## src/spm_consts.svh

```systemverilog
// Constants for the serial port and address pin mux
`ifndef SPM_CONSTS_SVH
`define SPM_CONSTS_SVH
`define SPM_SEL_ADDR      16'h1C00
`define SPM_SP1_MSB       11
`define SPM_SP1_LSB       10
`define SPM_SP0_MSB       9
`define SPM_SP0_LSB       8
`define SPM_ADDR_MSB      5
`define SPM_ADDR_LSB      0
`define SPM_SP_RST        2'h0
`define SPM_ADDR_RST      6'h3F
`define SPM_BOOT_DELAY    4'hA
`define SPM_CNT_ONE       4'h1
`define SPM_PAD_OFF       12'h000
`define SPM_A17_BIT       2
`define SPM_RD_MASK       16'h0F3F
`endif

```

## src/spm_pkg.sv

```systemverilog
// Types for the serial port and address pin mux
package spm_pkg;
   typedef struct packed {
      logic [5:0] out;
      logic [5:0] oe;
   } spm_pad_t;

   typedef enum logic [1:0] {
      SPM_MODE0 = 2'h0,
      SPM_MODE1 = 2'h1,
      SPM_MODE2 = 2'h2,
      SPM_MODE3 = 2'h3
   } spm_mode_t;

   typedef enum logic [0:0] {
      SPM_BOOT_WAIT = 1'h0,
      SPM_BOOT_DONE = 1'h1
   } spm_boot_t;
endpackage : spm_pkg

```

## src/spm_pin_mux.sv

```systemverilog
// Serial port 0/1 and upper address pin mux with selection register
//
// Behaviour
// - Port1 code 00 routes card interface one
// - Port1 code 01 routes multichannel serial peripheral
// - Port1 code 10 routes general lines 11:6
// - Port0 code 00 routes card interface zero
// - Port0 code 01 routes audio plus lines 5:4
// - Port0 code 10 routes general lines 5:0
// - Port0 code 11 routes buffered serial peripheral
// - Bits 7:6 read zero, writes ignored
// - Bit 5 picks address 20 or line 26
// - Bit 4 picks address 19 or line 25
// - Bit 3 picks address 18 or line 24
// - Reset selects general lines on address pins, card interfaces on serial ports, pins input
// - Pin levels latched ten cycles after reset
// - addr_line17_pin_sel is select bit 2, address 17 or line 23
// - Bit 2 picks address 17 or line 23
// - Bits 1,0 pick address 16/15 or lines
// - New routing reaches the pins two clock cycles after the write
`timescale 1ns/1ps
`include "spm_consts.svh"

module spm_pin_mux
   import spm_pkg::*;
(
   // Clock and reset
   input  wire logic       clk,
   input  wire logic       resetn,
   // CPU register port
   input  wire logic [15:0] reg_addr,
   input  wire logic        reg_wr,
   input  wire logic [15:0] reg_wdata,
   output      logic [15:0] reg_rdata,
   // Peripheral drive
   input  wire spm_pad_t    card_interface_one_o,
   input  wire spm_pad_t    multichannel_serial_periph_o,
   input  wire spm_pad_t    general_purpose_line_11_6_o,
   input  wire spm_pad_t    card_interface_zero_o,
   input  wire spm_pad_t    audio_serial_zero_o,
   input  wire spm_pad_t    buffered_serial_periph_o,
   input  wire spm_pad_t    general_purpose_line_5_0_o,
   input  wire spm_pad_t    general_purpose_line_26_21_o,
   input  wire logic [5:0]  ext_mem_address_bus_20_15,
   // Peripheral receive
   output      logic [5:0]  card_interface_one_i,
   output      logic [5:0]  multichannel_serial_periph_i,
   output      logic [5:0]  general_purpose_line_11_6_i,
   output      logic [5:0]  card_interface_zero_i,
   output      logic [5:0]  audio_serial_zero_i,
   output      logic [5:0]  buffered_serial_periph_i,
   output      logic [5:0]  general_purpose_line_5_0_i,
   output      logic [5:0]  general_purpose_line_26_21_i,
   // Boot mode capture
   output      logic [5:0]  boot_mode,
   output      logic        boot_mode_valid,
   // Package pins
   input  wire logic [5:0]  sp1_pin_in,
   output      logic [5:0]  sp1_pin_out,
   output      logic [5:0]  sp1_pin_oe,
   input  wire logic [5:0]  sp0_pin_in,
   output      logic [5:0]  sp0_pin_out,
   output      logic [5:0]  sp0_pin_oe,
   input  wire logic [5:0]  addr_pin_in,
   output      logic [5:0]  addr_pin_out,
   output      logic [5:0]  addr_pin_oe
);

   ////////////////////////////////////////////////////////////////////////////////
   // Selection register
   spm_mode_t  serial_port1_route_sel_ff;
   spm_mode_t  serial_port0_route_sel_ff;
   logic [5:0] addr_pin_sel_ff;
   logic [15:0] reg_rdata_ff;
   logic       sel_wr;
   logic       addr_line17_pin_sel;

   assign sel_wr = reg_wr && (reg_addr == `SPM_SEL_ADDR);
   assign addr_line17_pin_sel = addr_pin_sel_ff[`SPM_A17_BIT];

   always_ff @(posedge clk)
   begin
      if (!resetn)
      begin
         serial_port1_route_sel_ff <= spm_mode_t'(`SPM_SP_RST);
         serial_port0_route_sel_ff <= spm_mode_t'(`SPM_SP_RST);
         addr_pin_sel_ff           <= `SPM_ADDR_RST;
      end
      else if (sel_wr)
      begin
         serial_port1_route_sel_ff <= spm_mode_t'(reg_wdata[`SPM_SP1_MSB:`SPM_SP1_LSB]);
         serial_port0_route_sel_ff <= spm_mode_t'(reg_wdata[`SPM_SP0_MSB:`SPM_SP0_LSB]);
         addr_pin_sel_ff           <= reg_wdata[`SPM_ADDR_MSB:`SPM_ADDR_LSB];
      end
   end

   always_ff @(posedge clk)
   begin
      if (!resetn)
         reg_rdata_ff <= 16'h0000;
      else
         reg_rdata_ff <= {4'h0, serial_port1_route_sel_ff, serial_port0_route_sel_ff,
                          2'h0, addr_pin_sel_ff};
   end

   assign reg_rdata = reg_rdata_ff;

   ////////////////////////////////////////////////////////////////////////////////
   // Pin input synchronisers
   logic [17:0] pin_meta_ff;
   logic [17:0] pin_sync_ff;

   always_ff @(posedge clk)
   begin
      if (!resetn)
      begin
         pin_meta_ff <= 18'h00000;
         pin_sync_ff <= 18'h00000;
      end
      else
      begin
         pin_meta_ff <= {addr_pin_in, sp0_pin_in, sp1_pin_in};
         pin_sync_ff <= pin_meta_ff;
      end
   end

   ////////////////////////////////////////////////////////////////////////////////
   // Routing
   function automatic spm_pad_t route6(spm_mode_t sel, spm_pad_t m0, spm_pad_t m1,
                                        spm_pad_t m2, spm_pad_t m3, logic m3_ok);
      spm_pad_t r;
      r = `SPM_PAD_OFF;
      case (sel)
         SPM_MODE0: r = m0;
         SPM_MODE1: r = m1;
         SPM_MODE2: r = m2;
         SPM_MODE3: r = m3_ok ? m3 : spm_pad_t'(`SPM_PAD_OFF);
         default:   r = `SPM_PAD_OFF;
      endcase
      return r;
   endfunction : route6
   spm_pad_t   sp1_pad_ff;
   spm_pad_t   sp0_pad_ff;
   spm_pad_t   audio_mix;
   logic [5:0] addr_out_ff;
   logic [5:0] addr_oe_ff;

   assign audio_mix.out = {general_purpose_line_5_0_o.out[5:4], audio_serial_zero_o.out[3:0]};
   assign audio_mix.oe  = {general_purpose_line_5_0_o.oe[5:4], audio_serial_zero_o.oe[3:0]};

   always_ff @(posedge clk)
   begin
      if (!resetn)
      begin
         sp1_pad_ff <= `SPM_PAD_OFF;
         sp0_pad_ff <= `SPM_PAD_OFF;
      end
      else
      begin
         sp1_pad_ff <= route6(serial_port1_route_sel_ff, card_interface_one_o,
                              multichannel_serial_periph_o, general_purpose_line_11_6_o,
                              spm_pad_t'(`SPM_PAD_OFF), 1'b0);
         sp0_pad_ff <= route6(serial_port0_route_sel_ff, card_interface_zero_o, audio_mix,
                              general_purpose_line_5_0_o, buffered_serial_periph_o,
                              1'b1);
      end
   end

   genvar gi;
   generate
      for (gi = 0; gi < 6; gi++)
      begin : g_addr
         always_ff @(posedge clk)
         begin
            if (!resetn)
            begin
               addr_out_ff[gi] <= 1'b0;
               addr_oe_ff[gi]  <= 1'b0;
            end
            else if (addr_pin_sel_ff[gi])
            begin
               addr_out_ff[gi] <= general_purpose_line_26_21_o.out[gi];
               addr_oe_ff[gi]  <= general_purpose_line_26_21_o.oe[gi];
            end
            else
            begin
               addr_out_ff[gi] <= ext_mem_address_bus_20_15[gi];
               addr_oe_ff[gi]  <= 1'b1;
            end
         end
      end
   endgenerate

   assign sp1_pin_out  = sp1_pad_ff.out;
   assign sp1_pin_oe   = sp1_pad_ff.oe;
   assign sp0_pin_out  = sp0_pad_ff.out;
   assign sp0_pin_oe   = sp0_pad_ff.oe;
   assign addr_pin_out = addr_out_ff;
   assign addr_pin_oe  = addr_oe_ff;

   ////////////////////////////////////////////////////////////////////////////////
   // Receive side
   logic [5:0] rx_ff [8];

   always_ff @(posedge clk)
   begin
      if (!resetn)
      begin
         for (int k = 0; k < 8; k++)
            rx_ff[k] <= 6'h00;
      end
      else
      begin
         rx_ff[0] <= (serial_port1_route_sel_ff == SPM_MODE0) ? pin_sync_ff[5:0] : 6'h00;
         rx_ff[1] <= (serial_port1_route_sel_ff == SPM_MODE1) ? pin_sync_ff[5:0] : 6'h00;
         rx_ff[2] <= (serial_port1_route_sel_ff == SPM_MODE2) ? pin_sync_ff[5:0] : 6'h00;
         rx_ff[3] <= (serial_port0_route_sel_ff == SPM_MODE0) ? pin_sync_ff[11:6] : 6'h00;
         rx_ff[4] <= (serial_port0_route_sel_ff == SPM_MODE1) ?
                     {2'h0, pin_sync_ff[9:6]} : 6'h00;
         rx_ff[5] <= (serial_port0_route_sel_ff == SPM_MODE3) ? pin_sync_ff[11:6] : 6'h00;
         rx_ff[6] <= (serial_port0_route_sel_ff == SPM_MODE2) ? pin_sync_ff[11:6] :
                     (serial_port0_route_sel_ff == SPM_MODE1) ?
                     {pin_sync_ff[11:10], 4'h0} : 6'h00;
         rx_ff[7] <= pin_sync_ff[17:12] & addr_pin_sel_ff;
      end
   end

   assign card_interface_one_i         = rx_ff[0];
   assign multichannel_serial_periph_i = rx_ff[1];
   assign general_purpose_line_11_6_i  = rx_ff[2];
   assign card_interface_zero_i        = rx_ff[3];
   assign audio_serial_zero_i          = rx_ff[4];
   assign buffered_serial_periph_i     = rx_ff[5];
   assign general_purpose_line_5_0_i   = rx_ff[6];
   assign general_purpose_line_26_21_i = rx_ff[7];

   ////////////////////////////////////////////////////////////////////////////////
   // Boot mode capture
   spm_boot_t  boot_state_ff;
   logic [3:0] boot_cnt_ff;
   logic [5:0] boot_mode_ff;

   always_ff @(posedge clk)
   begin
      if (!resetn)
      begin
         boot_state_ff <= SPM_BOOT_WAIT;
         boot_cnt_ff   <= 4'h0;
         boot_mode_ff  <= 6'h00;
      end
      else
      begin
         case (boot_state_ff)
            SPM_BOOT_WAIT:
            begin
               boot_cnt_ff <= boot_cnt_ff + `SPM_CNT_ONE;
               if (boot_cnt_ff == `SPM_BOOT_DELAY - `SPM_CNT_ONE)
               begin
                  boot_mode_ff  <= pin_sync_ff[17:12];
                  boot_state_ff <= SPM_BOOT_DONE;
               end
            end
            SPM_BOOT_DONE: boot_state_ff <= SPM_BOOT_DONE;
            default:       boot_state_ff <= SPM_BOOT_WAIT;
         endcase
      end
   end

   assign boot_mode       = boot_mode_ff;
   assign boot_mode_valid = (boot_state_ff == SPM_BOOT_DONE);

   ////////////////////////////////////////////////////////////////////////////////
   // Checks
   sp1_card_route_a: assert property (@(posedge clk) disable iff (!resetn)
      $past(serial_port1_route_sel_ff) == SPM_MODE0 && $past(resetn)
      |-> sp1_pad_ff == $past(card_interface_one_o)) else $error("sp1 card route");
   sp1_spi_route_a: assert property (@(posedge clk) disable iff (!resetn)
      $past(serial_port1_route_sel_ff) == SPM_MODE1 && $past(resetn)
      |-> sp1_pad_ff == $past(multichannel_serial_periph_o)) else $error("sp1 spi route");
   sp1_rsvd_off_a: assert property (@(posedge clk) disable iff (!resetn)
      serial_port1_route_sel_ff == SPM_MODE3 |=> sp1_pin_oe == 6'h00) else $error("sp1 rsvd");
   sp0_bsp_route_a: assert property (@(posedge clk) disable iff (!resetn)
      serial_port0_route_sel_ff == SPM_MODE3 ##1 resetn
      |-> sp0_pad_ff == $past(buffered_serial_periph_o)) else $error("sp0 bsp route");
   sp0_audio_mix_a: assert property (@(posedge clk) disable iff (!resetn)
      serial_port0_route_sel_ff == SPM_MODE1 |=>
      sp0_pin_out[5:4] == $past(general_purpose_line_5_0_o.out[5:4])) else $error("sp0 mix");
   rsvd_bits_zero_a: assert property (@(posedge clk) disable iff (!resetn)
      sel_wr |-> ##2 reg_rdata == ($past(reg_wdata, 2) & `SPM_RD_MASK)) else $error("readback");
   addr_external_memory_port_drive_a: assert property (@(posedge clk) disable iff (!resetn)
      sel_wr && !reg_wdata[0] |=> ##1 addr_pin_oe[0]) else $error("addr15 not driven");
   boot_latch_a: assert property (@(posedge clk)
      !resetn ##1 resetn [*8] ##1 resetn ##1 resetn |-> !boot_mode_valid ##1
      (boot_mode_valid || !resetn)) else $error("boot latch timing");
   reset_gp_a: assert property (@(posedge clk)
      !resetn |=> addr_pin_sel_ff == `SPM_ADDR_RST && addr_pin_oe == 6'h00) else $error("reset mode");
   addr17_route_a: assert property (@(posedge clk) disable iff (!resetn)
      !addr_line17_pin_sel |=> addr_pin_oe[`SPM_A17_BIT] && addr_pin_out[`SPM_A17_BIT] ==
      $past(ext_mem_address_bus_20_15[`SPM_A17_BIT])) else $error("addr17 route");

endmodule : spm_pin_mux

```

## config.mk

```make
export PLATFORM = sky130hd
export DESIGN_NAME = spm_pin_mux
export DESIGN_NICKNAME = d
export VERILOG_FILES = /design/src/spm_pkg.sv /design/src/spm_pin_mux.sv
export VERILOG_INCLUDE_DIRS = /design/src
export SDC_FILE = /design/constraint.sdc
export NUM_CORES = 1
export LEC_CHECK = 0
export BUFFER_PORTS_ARGS = -buffer_cell sky130_fd_sc_hd__buf_2
export CORE_UTILIZATION = 28
export CTS_BUF_LIST = sky130_fd_sc_hd__clkbuf_4 sky130_fd_sc_hd__clkbuf_8
export DETAILED_ROUTE_END_ITERATION = 8
export SYNTH_ARGS = -nofsm -noshare
export SYNTH_HDL_FRONTEND = slang
export SYNTH_SLANG_ARGS = --single-unit
```

## constraint.sdc

```tcl
create_clock -name clk -period 1.5 [get_ports clk]
set_input_delay 0.3 -clock clk [delete_from_list [all_inputs] [get_ports clk]]
set_output_delay 0.3 -clock clk [all_outputs]
set_load 0.05 [all_outputs]
```

==> run_results.csv, run 1 <==
group,metric,value,unit
clocking,cts_buffers,17,
floorplanning,core_area,0.01796,sq mm
critical_path,slowest_stage,"dfxtp_2",
route,firstDrtPassIters,3,
power_and_ir_drop,irDropWorstVdd,0.4525,mV
route,highest_layer,"met4",
route,vias,3804,
power_and_ir_drop,cellPowerDensity,1122,mW/mm^2
critical_path,crit_type,"reg2out",
finish,fill_cells,1835,
clocking,clk_pin_slew,0.09,ns
global_routing,grtUsageTotal,12.31,%
sta,max_freq,718.1,MHz
critical_path,worst-path-max-fanout,8,
finish,final_cells,950,
yosys,ys_ff_latch,149,
placement,gp_congestion,0.7162,
status,status,"finished clean",
clocking,cts_resized,3,
clocking,cts_max_level,4,
sta,setup_viol,0,
yosys,synth_top_cell_by_area,"dfxtp_1",
placement,hpwl,8639,microns
sta,skew,0.008511,ns
sta,min_period_over_period,92.83,%
flow_run,maxCapViolCount,0,
sta,maxSlewViolCount,0,
global_routing,grt_max_degree,53,
yosys,yosysMostFrequentCell,"dfxtp_1",
yosys,synth_area_leaders,"dfxtp_1 58%, and2_1 12%, mux2i_1 7.4%, mux4_2 3.5%, nor2b_1 3.1%",
sta,worst_slew_pin_slew,0.5574,ns
yosys,async_flop_share,0,%
route,met1Wirelength,4805,microns
clocking,clk_path_buf_depth,2,
yosys,synth_top_cells_by_count,"149 x dfxtp_1, 96 x and2_1, 38 x mux2i_1",
yosys,synth_top_area_share,58.25,%
global_routing,grt_pass1_vias,3557,
clocking,cts_tree,"built",
finish,fin_nets,864,
yosys,synth_area,0.005121,sq mm
finish,area_growth,37.14,%
placement,portBuffers,243,
route,drc,0,
power_and_ir_drop,power_leakage,3.385,nW
floorplanning,fp-row-count,49,
yosys,synth-edff-count,0,
yosys,seq_area_frac_synth,58.25,%
critical_path,cpLargestDelayFamily,"flip-flops",
sta,rsz0062_at_grt,"no",
sta,slew_headroom,62.67,%
critical_path,crit_chain,"buf_4",
yosys,synthFlopType,"dfxtp_1",
yosys,syn_inst,456,
critical_path,cp-end-kind,"primary output",
clocking,cts_setup_buffers,0,
route,ant_nets,0,
route,drt_iter0_drc,83,
clocking,postCtsHoldBufs,0,
route,wl_met3,964,microns
critical_path,cp.arrival,1.09,ns
critical_path,crit_path_max_incr_delay,0.42,ns
route,avgRoutedWirePerCell,12.39,microns
route,drt_wl_total,11770,microns
finish,drive_gt1_share,42.78,%
clocking,clk-insertion-delay-late,0.44,ns
yosys,syn_area_per_cell,11.23,sq um
sta,final_hold_viol_count,0,
floorplanning,pin_count,262,
critical_path,crit_buf_inv,1,
global_routing,grt_antenna_before_repair,0,
floorplanning,die_x,137.2,microns
global_routing,overflow,0,
placement,placed_cells,917,
critical_path,worst_setup_path_start_kind,"flip-flop",
route,met2WireLength,5863,microns
yosys,synth.distinct_cells,31,
clocking,cts_sinks,149,
clocking,ctsRootBufferMaster,"clkbuf_8",
placement,dpl_cell_area,0.006638,sq mm
finish,stdcell_area,0.007023,sq mm
floorplanning,dieArea,0.01883,sq mm
critical_path,critical_path_required,1.20,ns
yosys,ys_warn_count,0,
global_routing,grt_pass1_wl,17100,microns
sta,min_period,1.393,ns
floorplanning,die_h,137.2,microns
route,avgViaCountPerCell,4.004,
min_path,min_path_type,"in2reg",
floorplanning,start_util,28.51,%
cell families (layout without fill, tap and decap cells):
family,count (synthesis),count (layout),synth area share [%]
AND/OR/NAND/NOR,183,183,21.31
flip-flops,149,149,58.25
multiplexers,50,50,11.82
buffers and inverters,43,300,4.300
AO/OA/AOI/OAI,24,24,3.078
XOR/XNOR,4,4,0.6840
adder cells (fa/ha/maj),2,2,0.4886
other,1,9,0.07323
per-layer routing:
| layer | global-route usage, % | up-vias |
|---|---|---|
| met5 | 0 | - |
| met1 | 12.79 | 1664 |
| met4 | 4.579 | 0 |
| li1 | - | 1968 |
| met3 | 4.709 | 11 |
| met2 | 22.31 | 161 |
layout by cell type (no fill, tap or decap), drive strengths merged:
| cell | count |
|---|---|
| a21boi | 6 |
| and2 | 96 |
| and3 | 11 |
| and3b | 1 |
| and4bb | 1 |
| buf | 257 |
| bufinv | 1 |
| clkbuf | 17 |
| clkinv | 3 |
| clkinvlp | 3 |
| conb | 8 |
| dfxtp | 149 |
| diode | 1 |
| ha | 2 |
| inv | 19 |
| mux2 | 4 |
| mux2i | 38 |
| mux4 | 8 |
| nand2 | 29 |
| nand2b | 1 |
| nand4 | 1 |
| nand4b | 1 |
| nor2 | 10 |
| nor2b | 25 |
| nor3 | 3 |
| nor3b | 1 |
| nor4 | 1 |
| nor4b | 2 |
| o211a | 4 |
| o21a | 1 |
| o21ai | 13 |
| xnor2 | 4 |
state kept, by name (all words and copies together) (netlist names), 6 cells and up:
name / flops
rx_ff: 46
sp1_pin_out: 6
sp0_pin_out: 6
addr_pin_oe: 6
pin_meta_ff: 18
addr_pin_out: 6
reg_rdata: 10
boot_mode: 6
sp0_pin_oe: 6
sp1_pin_oe: 6
pin_sync_ff: 18
addr_pin_sel_ff: 6
power breakdown:
group / switching [mW] / internal (mW)
sequential: 0.0396 / 4.08
clock: 1.62 / 1.35
combinational: 0.481 / 0.307
total: 2.14 / 5.74
final timing paths:
path                                                   start         endpoint  slack (ns)  cells after the start
worst max register to register  serial_port0_route_sel_ff[0]    sp0_pin_oe[3]        0.14                      3
worst min-delay path                          addr_pin_in[3]  pin_meta_ff[15]        0.06                      2
worst min register to register                pin_meta_ff[2]   pin_sync_ff[2]        0.43                      1
worst max-delay path                         boot_mode_valid  boot_mode_valid        0.11                      1
worst register-to-register path: stages (launching register included):
cell and delay, ns:
dfxtp_1 0.36, buf_12 0.19, mux4_2 0.52, and2_1 0.18
area by class of cell:
class	count	area, sq um	area share (%)
Clock inverter	15	142.6	2.031
Timing Repair Buffer	257	1376	19.60
Antenna cell	1	2.502	0.03563
Inverter	11	41.29	0.5879
Sequential cell	149	2984	42.49
Multi-Input combinational cell	271	1956	27.85
Tap cell	229	286.5	4.080
Clock buffer	17	234.0	3.332
stage by stage:
step | total power [mW] | TNS, ns | setup WS [ns] | utilization [%] | hold slack (ns)
global placement | 5.001 | -0.5935 | -0.06112 | 36.95 | 0.4143
detailed placement | 5.009 | -1.004 | -0.1075 | 36.95 | 0.4169
floorplan | 4.708 | 0 | 0.05383 | - | 0.4119
global route | 8.254 | 0 | 0.03099 | 39.08 | 0.02237
CTS | 8.026 | 0 | 0.05908 | 39.08 | 0.02143
finish | 7.878 | 0 | 0.1075 | 39.10 | 0.05902
No activity file was read; power rests on OpenSTA's default activity.
==> inputs of run 2 (changes only) <==
--- a/config.mk
+++ b/config.mk
@@ -10,6 +10,7 @@
 export CORE_UTILIZATION = 28
 export CTS_BUF_LIST = sky130_fd_sc_hd__clkbuf_4 sky130_fd_sc_hd__clkbuf_8
 export DETAILED_ROUTE_END_ITERATION = 8
+export GPL_TIMING_DRIVEN = 0
 export SYNTH_ARGS = -nofsm -noshare
 export SYNTH_HDL_FRONTEND = slang
 export SYNTH_SLANG_ARGS = --single-unit
==> run 2 against run 1 <==
Effect of this change:
- global-route usage grew 1.8 points
- sequential cell count is the same
- setup slack lost 0.044 ns
- combinational power grew 4.3%
- register-to-register slack lost 0.08 ns
- power grew 3.3%
- routed wire length grew 13%
- critical endpoint is now sp0_pin_out[2]
- largest cell class unchanged
==> run_results.csv, run 2 (synthesis results as in run 1) <==
group,metric,value,unit
power_and_ir_drop,cellPowerDensity,1145,mW/mm^2
min_path,min_path_type,"in2reg",
finish,mostFrequentLayoutCell,"buf_2",
sta,skew,0.007848,ns
power_and_ir_drop,p_clk_share,39.3,%
critical_path,worst_setup_path_start_kind,"flip-flop",
critical_path,crit_path_max_incr_delay,0.50,ns
sta,max_freq,696.3,MHz
finish,diodes,0,
finish,final_cell_mix,"249 x buf_2, 149 x dfxtp_1, 96 x and2_1",
finish,fin_nets,883,
power_and_ir_drop,finalPower,8.135,mW
finish,area_growth,38.77,%
global_routing,grtUsageTotal,14.13,%
clocking,clk-insertion-delay-late,0.44,ns
sta,setup_viol,0,
clocking,clk_pin_slew,0.08,ns
placement,gp_congestion,0.6949,
clocking,clk_path_buf_depth,2,
critical_path,critical_path_required,1.83,ns
power_and_ir_drop,power_leakage,3.444,nW
floorplanning,fp-row-count,49,
route,drt_wl_total,13270,microns
route,vias,3936,
floorplanning,core_area,0.01796,sq mm
critical_path,crit_chain,"buf_4 > buf_8 > mux4_2 > and2_1",
sta,min_period_over_period,95.74,%
sta,slew_headroom,58.70,%
power_and_ir_drop,pwr-share-comb,10.1,%
finish,largestRegisters,"rx_ff: 46 flops, pin_meta_ff: 18 flops, pin_sync_ff: 18 flops",
sta,worst_slew_pin_slew,0.6195,ns
power_and_ir_drop,irDropWorstVdd,0.4982,mV
floorplanning,die_x,137.2,microns
critical_path,cpLargestDelayFamily,"multiplexers",
floorplanning,start_util,28.51,%
critical_path,crit_type,"reg2reg",
global_routing,grt_pass1_vias,3752,
finish,drive_gt1_share,42.49,%
floorplanning,die_h,137.2,microns
global_routing,grt_max_degree,17,
global_routing,grt_antenna_before_repair,0,
power_and_ir_drop,p_sw_share,25.31,%
route,drt_iter0_drc,71,
floorplanning,dieArea,0.01883,sq mm
sta,fin_ws,0.06388,ns
clocking,cts_tree,"built",
route,ant_nets,0,
power_and_ir_drop,internal_power,6.076,mW
finish,final_cells,968,
placement,dpl_cell_area,0.006650,sq mm
critical_path,cp.arrival,1.77,ns
route,avgRoutedWirePerCell,13.71,microns
power_and_ir_drop,switchingPower,2.059,mW
finish,largest_register_ffs,46,
sta,maxSlewViolCount,0,
finish,stdcell_area,0.007107,sq mm
sta,final_hold_viol_count,0,
clocking,cts_buffers,17,
placement,placed_cells,935,
power_and_ir_drop,p_seq_share,50.6,%
flow_run,maxCapViolCount,0,
critical_path,worst-path-max-fanout,10,
critical_path,slowest_stage,"mux4_2",
placement,hpwl,9929,microns
sta,rsz0062_at_grt,"no",
clocking,ctsRootBufferMaster,"clkbuf_8",
sta,min_period,1.436,ns
route,firstDrtPassIters,6,
global_routing,overflow,0,
sta,tns,0,ns
route,avgViaCountPerCell,4.066,
sta,hold_ws,0.05594,ns
route,drc,0,
critical_path,crit_buf_inv,2,
finish,largest_register,"rx_ff",
finish,final_core_utilization,39.56,%
clocking,cts_max_level,4,
critical_path,cp-end-kind,"flip-flop",
placement,dpl_worst_slack,-0.1560,ns
clocking,cts_sinks,149,
placement,portBuffers,243,
global_routing,grt_pass1_wl,19310,microns
status,status,"finished clean",
floorplanning,pin_count,262,
-- run 2: cell types whose count changed in the layout (fill, tap and decap cells not counted), moves of 2 or more --
| cell | delta |
|---|---|
| buf_12 | -3 |
| clkbuf_8 | +4 |
| buf_6 | +2 |
| inv_6 | -4 |
| clkinv_4 | +2 |
| clkbuf_4 | +2 |
| inv_8 | -2 |
| clkbuf_1 | +13 |
| buf_2 | +8 |
| buf_4 | -3 |
-- run 2: metal layers --
metal / track usage, % / wire, microns / vias to the layer above
met5: 0 / 0 / -
met4: 5.861 / 226 / 0
met3: 4.709 / 1026 / 20
met2: 25.20 / 6469 / 161
met1: 15.24 / 5547 / 1752
li1: - / - / 2003
-- run 2: path summary, 6_finish.rpt --
kind / startpoint / endpoint / slack [ns] / cells after the start
worst max register to register: serial_port0_route_sel_ff[0] / sp0_pin_out[2] / 0.06 / 4
worst min register to register: pin_meta_ff[10] / pin_sync_ff[10] / 0.43 / 1
worst max-delay path: serial_port0_route_sel_ff[0] / sp0_pin_out[2] / 0.06 / 4
worst min-delay path: addr_pin_in[3] / pin_meta_ff[15] / 0.06 / 2
-- run 2: area by class of cell --
type / count / area [sq um]
buffer: 32 / 191.4
clock buffer: 22 / 296.5
clock inverter: 10 / 120.1
fill: 1797 / 10860
inverter: 11 / 41.29
multi-input combinational: 271 / 1952
sequential: 149 / 2983
tap: 229 / 286.5
timing repair buffer: 244 / 1236
-- run 2: timing repair --
action,CTS,global route
pin swaps,0,1
gates resized for setup,2,4
hold buffers,0,0
cloned,0,0
setup buffers,0,1
setup endpoints to repair,13,20
-- run 2: worst register-to-register path, cell delays in order, from the launching register on --
cell and delay (ns):
dfxtp_1 0.31, buf_4 0.17, buf_8 0.16, mux4_2 0.50
and2_1 0.18
-- run 2: power groups by stage --
stage               logic (mW)  registers, mW  clock network (mW)
finish                   0.822           4.12                3.20
global route             0.889           4.13                3.47
CTS                      0.834           4.12                3.33
detailed placement       0.832           4.21                   0
global placement         0.825           4.21                   0
floorplan                0.242           4.47                   0
